[src/rtl/svc_pkg.sv]
`default_nettype none
package svc_pkg;
   // ==============================================================
   // configuration register layout
   localparam int CFG_W = 8;
   localparam int CFG_PKG_TYPE_BIT = 7;
   localparam int CFG_REG_ACK_EN_BIT = 6;
   localparam int CFG_CHAIN_EN_BIT = 5;
   localparam int CFG_GLOBAL_BIT = 4;
   localparam int CFG_FAIR_OVR_BIT = 3;
   localparam int CFG_RESERVED_BIT = 2;
   localparam int CFG_AUTO_BIT = 1;
   localparam int CFG_ORDER_BIT = 0;
   localparam logic [7:0] CFG_RESET = 8'h00;
   localparam logic PKG_TYPE_VALUE = 1'b0; // arbitrary value
   // ==============================================================
   // acknowledge types and request classes
   localparam logic [1:0] TYPE_MODEM = 2'h1;
   localparam logic [1:0] TYPE_TX = 2'h2;
   localparam logic [1:0] TYPE_RX = 2'h3;
   localparam int CLS_RX = 0;
   localparam int CLS_TX = 1;
   localparam int CLS_MODEM = 2;
   // vector modification codes, low three bits of the answer
   localparam logic [2:0] MOD_NONE = 3'h0;
   localparam logic [2:0] MOD_MODEM = 3'h1;
   localparam logic [2:0] MOD_TX = 3'h2;
   localparam logic [2:0] MOD_RX = 3'h3;
   localparam logic [4:0] VECTOR_BASE = 5'h1F;
   // ==============================================================
   // host controller register map (byte addresses)
   localparam logic [7:0] OFS_CFG = 8'h00;
   localparam logic [7:0] OFS_ACK_CMD = 8'h04;
   localparam logic [7:0] OFS_ACK_STAT = 8'h08;
   localparam logic [7:0] OFS_IRQ_STATUS = 8'h0C;
   localparam logic [7:0] OFS_IRQ_CLEAR = 8'h10;
   localparam logic [7:0] OFS_IRQ_ENABLE = 8'h14;
   localparam int CMD_REG_BIT = 2;
   localparam int IRQ_W = 2;
   localparam int IRQ_DONE_BIT = 0;
   localparam int IRQ_REQ_BIT = 1;
   localparam logic [1:0] HTRANS_NONSEQ = 2'h2;
   typedef enum logic {DEV_IDLE = 1'b0, DEV_HOLD = 1'b1} dev_state_t;
   typedef enum logic [1:0] {
      HOST_IDLE = 2'b00,
      HOST_WAIT = 2'b01,
      HOST_REL = 2'b10
   } host_state_t;
endpackage : svc_pkg
`default_nettype wire

[src/rtl/svc_link_if.sv]
`timescale 1ns/1ps
`default_nettype none
// ==============================================================
// link between the serial controller and the host processor
interface svc_link_if;
   logic [2:0] req; // {modem, tx, rx}, active high
   logic [2:0] shared_request_line; // wire-OR of all cascaded devices
   logic ack_chain_in_n;
   logic reg_ack_rd;
   logic [1:0] ack_type;
   logic ack_chain_out_n;
   logic resp_valid;
   logic [7:0] resp_vector;
   logic cfg_wr;
   logic [7:0] cfg_wdata;
   logic [7:0] cfg_rdata;
   modport device (
      output req, input shared_request_line, input ack_chain_in_n, input reg_ack_rd,
      input ack_type, output ack_chain_out_n, output resp_valid, output resp_vector,
      input cfg_wr, input cfg_wdata, output cfg_rdata
   );
   modport host (
      input req, input shared_request_line, output ack_chain_in_n, output reg_ack_rd,
      output ack_type, input ack_chain_out_n, input resp_valid, input resp_vector,
      output cfg_wr, output cfg_wdata, input cfg_rdata
   );
endinterface : svc_link_if
`default_nettype wire

[src/rtl/svc_request_device.sv]
// The AHB-Lite register port and the address map were decided locally.
`timescale 1ns/1ps
`default_nettype none
module svc_request_device (
   input wire logic hclk,
   input wire logic hresetn,
   svc_link_if.device link,
   input wire logic rx_pending,
   input wire logic tx_pending,
   input wire logic modem_pending,
   input wire logic [2:0] fair_flag,
   output logic serviced_valid,
   output logic [1:0] serviced_class
);
   // ==============================================================
   // configuration register
   logic [7:0] cfg_q;
   logic reg_ack_en;
   logic chain_en;
   logic global_sel;
   logic fair_ovr;
   logic auto_en;
   logic order_sel;

   assign reg_ack_en = cfg_q[svc_pkg::CFG_REG_ACK_EN_BIT];
   assign chain_en = cfg_q[svc_pkg::CFG_CHAIN_EN_BIT];
   assign global_sel = cfg_q[svc_pkg::CFG_GLOBAL_BIT];
   assign fair_ovr = cfg_q[svc_pkg::CFG_FAIR_OVR_BIT];
   assign auto_en = cfg_q[svc_pkg::CFG_AUTO_BIT];
   assign order_sel = cfg_q[svc_pkg::CFG_ORDER_BIT];

   // write from host; fixed bit and reserved bit are not stored
   always_ff @(posedge hclk or negedge hresetn) begin
      if (!hresetn) begin
         cfg_q <= svc_pkg::CFG_RESET;
      end else if (link.cfg_wr) begin
         cfg_q <= {svc_pkg::PKG_TYPE_VALUE, link.cfg_wdata[6:3], 1'b0, link.cfg_wdata[1:0]};
      end
   end

   assign link.cfg_rdata = cfg_q;

   // ==============================================================
   // request generation with fair share gating
   logic [2:0] fair_eff;
   logic [2:0] local_req;
   logic [2:0] req_q;

   assign fair_eff = fair_ovr ? 3'h7 : fair_flag;
   assign local_req = {modem_pending, tx_pending, rx_pending} & fair_eff;

   always_ff @(posedge hclk or negedge hresetn) begin
      if (!hresetn) begin
         req_q <= 3'h0;
      end else begin
         req_q <= local_req;
      end
   end

   assign link.req = req_q;

   // ==============================================================
   // arbitration
   // returns {found, class}; modem is always last
   function automatic logic [2:0] pick_top(input logic [2:0] pool, input logic tx_first);
      logic [2:0] res;
      res = 3'h0;
      // order bit picks rx or tx first
      if (tx_first && pool[svc_pkg::CLS_TX]) begin
         res = {1'b1, 2'(svc_pkg::CLS_TX)};
      end else if (pool[svc_pkg::CLS_RX]) begin
         res = {1'b1, 2'(svc_pkg::CLS_RX)};
      end else if (pool[svc_pkg::CLS_TX]) begin
         res = {1'b1, 2'(svc_pkg::CLS_TX)};
      end else if (pool[svc_pkg::CLS_MODEM]) begin
         res = {1'b1, 2'(svc_pkg::CLS_MODEM)};
      end
      return res;
   endfunction : pick_top

   logic hw_cyc;
   logic reg_cyc;
   logic reg_ok;
   logic auto_sel;
   logic [2:0] pool;
   logic [2:0] top;
   logic [1:0] cls;
   logic claim;
   logic pass;

   assign hw_cyc = !link.ack_chain_in_n;
   assign reg_cyc = link.reg_ack_rd;
   // register ack honoured only when enabled
   assign reg_ok = reg_cyc && reg_ack_en;
   // auto priority only on type 1
   assign auto_sel = auto_en && (link.ack_type == svc_pkg::TYPE_MODEM);
   assign pool = global_sel ? link.shared_request_line : local_req;
   assign top = pick_top(pool, order_sel);

   // choose class, then claim only if this device has it pending
   always_comb begin
      cls = 2'(svc_pkg::CLS_MODEM);
      claim = 1'b0;
      if (auto_sel) begin
         cls = top[1:0];
         claim = top[2] && local_req[cls];
      end else begin
         // types 2 and 3 stay exact
         unique case (link.ack_type)
            svc_pkg::TYPE_TX: cls = 2'(svc_pkg::CLS_TX);
            svc_pkg::TYPE_RX: cls = 2'(svc_pkg::CLS_RX);
            default: cls = 2'(svc_pkg::CLS_MODEM);
         endcase
         claim = (link.ack_type != 2'h0) && local_req[cls];
      end
      if (reg_cyc && !reg_ok) begin
         claim = 1'b0;
      end
   end

   assign pass = !claim && (hw_cyc || (reg_ok && chain_en));

   // ==============================================================
   // acknowledge cycle: answer once, hold until host releases
   svc_pkg::dev_state_t state_q;
   logic resp_valid_q;
   logic [7:0] resp_vector_q;
   logic chain_out_n_q;
   logic serviced_valid_q;
   logic [1:0] serviced_class_q;
   logic [2:0] mod_code;

   always_comb begin
      unique case (cls)
         2'(svc_pkg::CLS_RX): mod_code = svc_pkg::MOD_RX;
         2'(svc_pkg::CLS_TX): mod_code = svc_pkg::MOD_TX;
         default: mod_code = svc_pkg::MOD_MODEM;
      endcase
   end

   // cycle state
   always_ff @(posedge hclk or negedge hresetn) begin
      if (!hresetn) begin
         state_q <= svc_pkg::DEV_IDLE;
      end else begin
         unique case (state_q)
            svc_pkg::DEV_IDLE: begin
               if (hw_cyc || reg_cyc) begin
                  state_q <= svc_pkg::DEV_HOLD;
               end
            end
            svc_pkg::DEV_HOLD: begin
               if (!hw_cyc && !reg_cyc) begin
                  state_q <= svc_pkg::DEV_IDLE;
               end
            end
         endcase
      end
   end

   // answer lines
   always_ff @(posedge hclk or negedge hresetn) begin
      if (!hresetn) begin
         resp_valid_q <= 1'b0;
         resp_vector_q <= 8'h00;
         chain_out_n_q <= 1'b1;
      end else if (state_q == svc_pkg::DEV_IDLE) begin
         if (hw_cyc || reg_cyc) begin
            resp_valid_q <= !pass;
            chain_out_n_q <= !pass;
            resp_vector_q <= {svc_pkg::VECTOR_BASE, claim ? mod_code : svc_pkg::MOD_NONE};
         end
      end else if (!hw_cyc && !reg_cyc) begin
         resp_valid_q <= 1'b0;
         chain_out_n_q <= 1'b1;
      end
   end

   // one pulse to the claimed channel class
   always_ff @(posedge hclk or negedge hresetn) begin
      if (!hresetn) begin
         serviced_valid_q <= 1'b0;
         serviced_class_q <= 2'h0;
      end else begin
         serviced_valid_q <= (state_q == svc_pkg::DEV_IDLE) && (hw_cyc || reg_cyc) && claim;
         if ((state_q == svc_pkg::DEV_IDLE) && (hw_cyc || reg_cyc) && claim) begin
            serviced_class_q <= cls;
         end
      end
   end

   assign link.resp_valid = resp_valid_q;
   assign link.resp_vector = resp_vector_q;
   assign link.ack_chain_out_n = chain_out_n_q;
   assign serviced_valid = serviced_valid_q;
   assign serviced_class = serviced_class_q;
endmodule : svc_request_device
`default_nettype wire

[src/flat_wrapper.sv]
// flat-port wrapper written by rule: the top's interface ports become plain ports
module svc_request_device_flat 
  (hclk, hresetn, rx_pending, tx_pending, modem_pending, fair_flag, serviced_valid, serviced_class, link_req, link_shared_request_line, link_ack_chain_in_n, link_reg_ack_rd, link_ack_type, link_ack_chain_out_n, link_resp_valid, link_resp_vector, link_cfg_wr, link_cfg_wdata, link_cfg_rdata);
  svc_link_if link_i ();
  input wire logic hclk;
  input wire logic hresetn;
  input wire logic rx_pending;
  input wire logic tx_pending;
  input wire logic modem_pending;
  input wire logic [2:0] fair_flag;
  output logic serviced_valid;
  output logic [1:0] serviced_class;
  output wire logic [$bits(link_i.req)-1:0] link_req;
  input wire logic [$bits(link_i.shared_request_line)-1:0] link_shared_request_line;
  input wire logic [$bits(link_i.ack_chain_in_n)-1:0] link_ack_chain_in_n;
  input wire logic [$bits(link_i.reg_ack_rd)-1:0] link_reg_ack_rd;
  input wire logic [$bits(link_i.ack_type)-1:0] link_ack_type;
  output wire logic [$bits(link_i.ack_chain_out_n)-1:0] link_ack_chain_out_n;
  output wire logic [$bits(link_i.resp_valid)-1:0] link_resp_valid;
  output wire logic [$bits(link_i.resp_vector)-1:0] link_resp_vector;
  input wire logic [$bits(link_i.cfg_wr)-1:0] link_cfg_wr;
  input wire logic [$bits(link_i.cfg_wdata)-1:0] link_cfg_wdata;
  output wire logic [$bits(link_i.cfg_rdata)-1:0] link_cfg_rdata;
  assign link_req = link_i.req;
  assign link_i.shared_request_line = link_shared_request_line;
  assign link_i.ack_chain_in_n = link_ack_chain_in_n;
  assign link_i.reg_ack_rd = link_reg_ack_rd;
  assign link_i.ack_type = link_ack_type;
  assign link_ack_chain_out_n = link_i.ack_chain_out_n;
  assign link_resp_valid = link_i.resp_valid;
  assign link_resp_vector = link_i.resp_vector;
  assign link_i.cfg_wr = link_cfg_wr;
  assign link_i.cfg_wdata = link_cfg_wdata;
  assign link_cfg_rdata = link_i.cfg_rdata;
  svc_request_device u_core (.hclk(hclk), .hresetn(hresetn), .link(link_i), .rx_pending(rx_pending), .tx_pending(tx_pending), .modem_pending(modem_pending), .fair_flag(fair_flag), .serviced_valid(serviced_valid), .serviced_class(serviced_class));
endmodule
[config.mk]
export PLATFORM = sky130hd
export DESIGN_NAME = svc_request_device_flat
export DESIGN_NICKNAME = d
export VERILOG_FILES = /design/src/rtl/svc_pkg.sv /design/src/rtl/svc_link_if.sv /design/src/rtl/svc_request_device.sv /design/src/flat_wrapper.sv
export SDC_FILE = /design/constraint.sdc
export NUM_CORES = 1
export LEC_CHECK = 0
export BUFFER_PORTS_ARGS = -buffer_cell sky130_fd_sc_hd__buf_2
export CELL_PAD_IN_SITES_DETAIL_PLACEMENT = 1
export CELL_PAD_IN_SITES_GLOBAL_PLACEMENT = 2
export CORE_UTILIZATION = 27
export CTS_CLUSTER_DIAMETER = 50
export DETAILED_ROUTE_END_ITERATION = 7
export PLACE_DENSITY_LB_ADDON = 0.3
export SLEW_MARGIN = 20
export SYNTH_ARGS = -nofsm -noshare
export SYNTH_HDL_FRONTEND = slang
export SYNTH_SLANG_ARGS = --single-unit
export TNS_END_PERCENT = 10
[constraint.sdc]
create_clock -name hclk -period 3.6 [get_ports hclk]
set_input_delay 0.72 -clock hclk [delete_from_list [all_inputs] [get_ports hclk]]
set_output_delay 0.72 -clock hclk [all_outputs]
set_load 0.01 [all_outputs]
==> qor.yml <==
cells_and_area:
  drive_above_1_share_pct: 41.6
  area_growth_pct: 24.5
  mostFrequentLayoutCells: "42 x buf_2, 17 x dfrtp_1, 10 x inv_1"
  multi_input_area_um2: 427
  fillers: 420
  nNetsFinal: 164
  mostFrequentLayoutCell: "buf_2"
  design_area_um2: 1210
  final_cells: 183
  antenna_cells: 0
  finish.utilization_pct: 35.7
  seqCellArea_um2: 452
setup_path:
  rr_worst_depth: 6
  cp-startpoint: "link_shared_request_line[0]"
  r2r-start: "u_core.link.cfg_rdata[4]"
  critPathMaxStageDelay_ps: 330
  cp_slowest_cell: "a211o_1"
  path_cells: "buf_2, nand4bb_1, a21o_1, a211o_1, o21ai_2, nor2_2, a221oi_2"
  path_buf_inv: 1
  cp_max_fo: 3
  start_kind: "input port"
  end_kind: "flop"
  path_depth: 7
  crit_type: "in -> reg"
  required_ps: 3800
  worstPathArrival_ps: 1980
  crit_family: "compound AO/OA/AOI/OAI gates"
logic_synthesis:
  ys_seq_elements: 18
  seq_area_frac_synth_pct: 46.5
  async_flop_share_pct: 100
  synthFlopType: "dfrtp_1"
  synth_top_area_share_pct: 43.8
  synth_edf_count: 0
  synth_cell_types: 36
  syn_inst: 98
  synth.avg_cell_area_um2: 9.92
  netlist_area_um2: 972
  yosysTopAreaCell: "dfrtp_1"
  ys_warn_count: 0
  synth_area_leaders: "dfrtp_1 44%, mux2_2 6.9%, buf_4 6.2%"
global_routing:
  antenna_found_initial: 0
  grtUsageTotal_pct: 13.6
  grt_pass1_vias: 805
  grt_pass1_wl_um: 3770
  grt_max_degree: 19
  grt_overflow: 0
power_and_ir_drop:
  p_per_area_nw_per_um2: 484
  peakVddDrop_uv: 145
  power.leakage_nw: 0.598
  finalPower_mw: 0.585
sta:
  finalMaxSlewViolations: 0
  hold_viol_final: 0
  period_share_pct: 49.4
  fin_skew_ps: 7.08
  timing.fmax_mhz: 563
  tns_ps: 0
  finalWorstPathRequiredPeriod_ps: 1780
  finalHoldWorstSlack_ps: 346
  setup_viol: 0
  fin_ws_ps: 1820
  rsz0062_at_grt: "no"
placed_design:
  dpl_cell_area_um2: 1180
  gp_congestion: 0.775
  place_inst: 179
  io_buffers: 42
  preCtsSetupSlack_ps: 1500
  hpwl_um: 1920
cts:
  cts_root_buf: "clkbuf_4"
  cts_setup_buffers: 0
  cts_tree: "done"
  cts.sinks: 18
  clock_path_buffers: 2
  cts.repair.resized: 0
  numCtsBuffers: 3
  clkLatencyLatePin_ps: 290
  htree_levels: 1
  clk_pin_slew_worst_paths_ps: 110
  cts_hold_buffers: 0
die:
  io_pins: 48
  die_area_um2: 3840
  start_util_pct: 28.7
  coreArea_um2: 3390
  rows: 21
  die_h_um: 62.0
  die_x_um: 62.0
run:
  cap_violations: 0
routing:
  wl_per_cell_um: 12.8
  routed-via-count: 833
  drtAntennaViolNets: 0
  via_per_inst: 4.55
  first_iter_violations: 12
  firstDrtPassIters: 4
  drt_wl_total_um: 2350
  drcViolationCount: 0
hold_path:
  hp-class: "in -> async"
run_status:
  status: "complete, no violations"
-- layer usage --
metal / global-route usage, % / vias to the layer above / share of wire [%]
met1: 16.3 / 409 / 41
met4: 4.76 / 0 / 0.89
met5: 0 / - / 0
met2: 24.2 / 17 / 55
li1: - / 405 / -
met3: 2.48 / 2 / 3.2
-- power breakdown --
group	total (mW)	internal (mW)	switching, mW
Sequential	0.285	0.251	0.0344
Clock	0.105	0.0430	0.0622
Combinational	0.195	0.0900	0.105
Total	0.585	0.384	0.202
-- flip-flops by register name (all words and copies together) (netlist names) --
signal / count
u_core.link.cfg_rdata: 6
u_core.link.req: 3
u_core.link.resp_vector: 3
u_core.serviced_class: 2
u_core.link.ack_chain_out_n: 1
u_core.link.resp_valid: 1
u_core.serviced_valid: 1
u_core.state_q: 1
-- cell usage after synthesis (2+ instances only) --
cell type  number
ha_1            2
buf_4           8
o2111ai_1       2
o2bb2ai_1       2
dfrtp_1        17
o21ai_1         3
mux2_2          6
o21ai_0         5
nand2_1         9
nor3_1          2
mux2i_1         2
inv_1          10
nor2_1          4
nand3_1         2
nand2b_1        2
or2_2           2
-- layout make-up --
cell class              instances  share of cell area (%)
flip-flops and latches         18                    37.3
multi-input cells              63                    35.3
inverters                      10                    3.10
clock buffers                   4                    2.17
well taps                      46                    4.76
repair buffers                 42                    17.4
-- worst register-to-register path, cell delays in order, from the launching register on --
cell	delay, ps
dfrtp_1	530
nand4bb_1	170
a21o_1	200
a211o_1	330
o21ai_2	100
nor2_2	80
a221oi_2	230
-- logic make-up (layout without fill, tap and decap cells) --
kind of cell,count (synthesis),in the layout,share of synthesized area [%]
AO/OA/AOI/OAI,21,21,15.4
buffers and inverters,19,56,10.4
flip-flops,18,18,46.5
adder cells (fa/ha/maj),2,2,2.57
other,1,3,0.386
AND/OR/NAND/NOR,29,29,15.7
multiplexers,8,8,9.01
-- worst paths after layout --
check	to	slack (ps)
min in group hclk	u_core.link.ack_chain_out_n	500
max	u_core.link.ack_chain_out_n	1820
max in group asynchronous	u_core.link.ack_chain_out_n	2910
min	u_core.serviced_class[0]	350
min reg2reg	u_core.link.ack_chain_out_n	500
max reg2reg	u_core.link.ack_chain_out_n	1870
No activity file was read; power rests on OpenSTA's default activity.
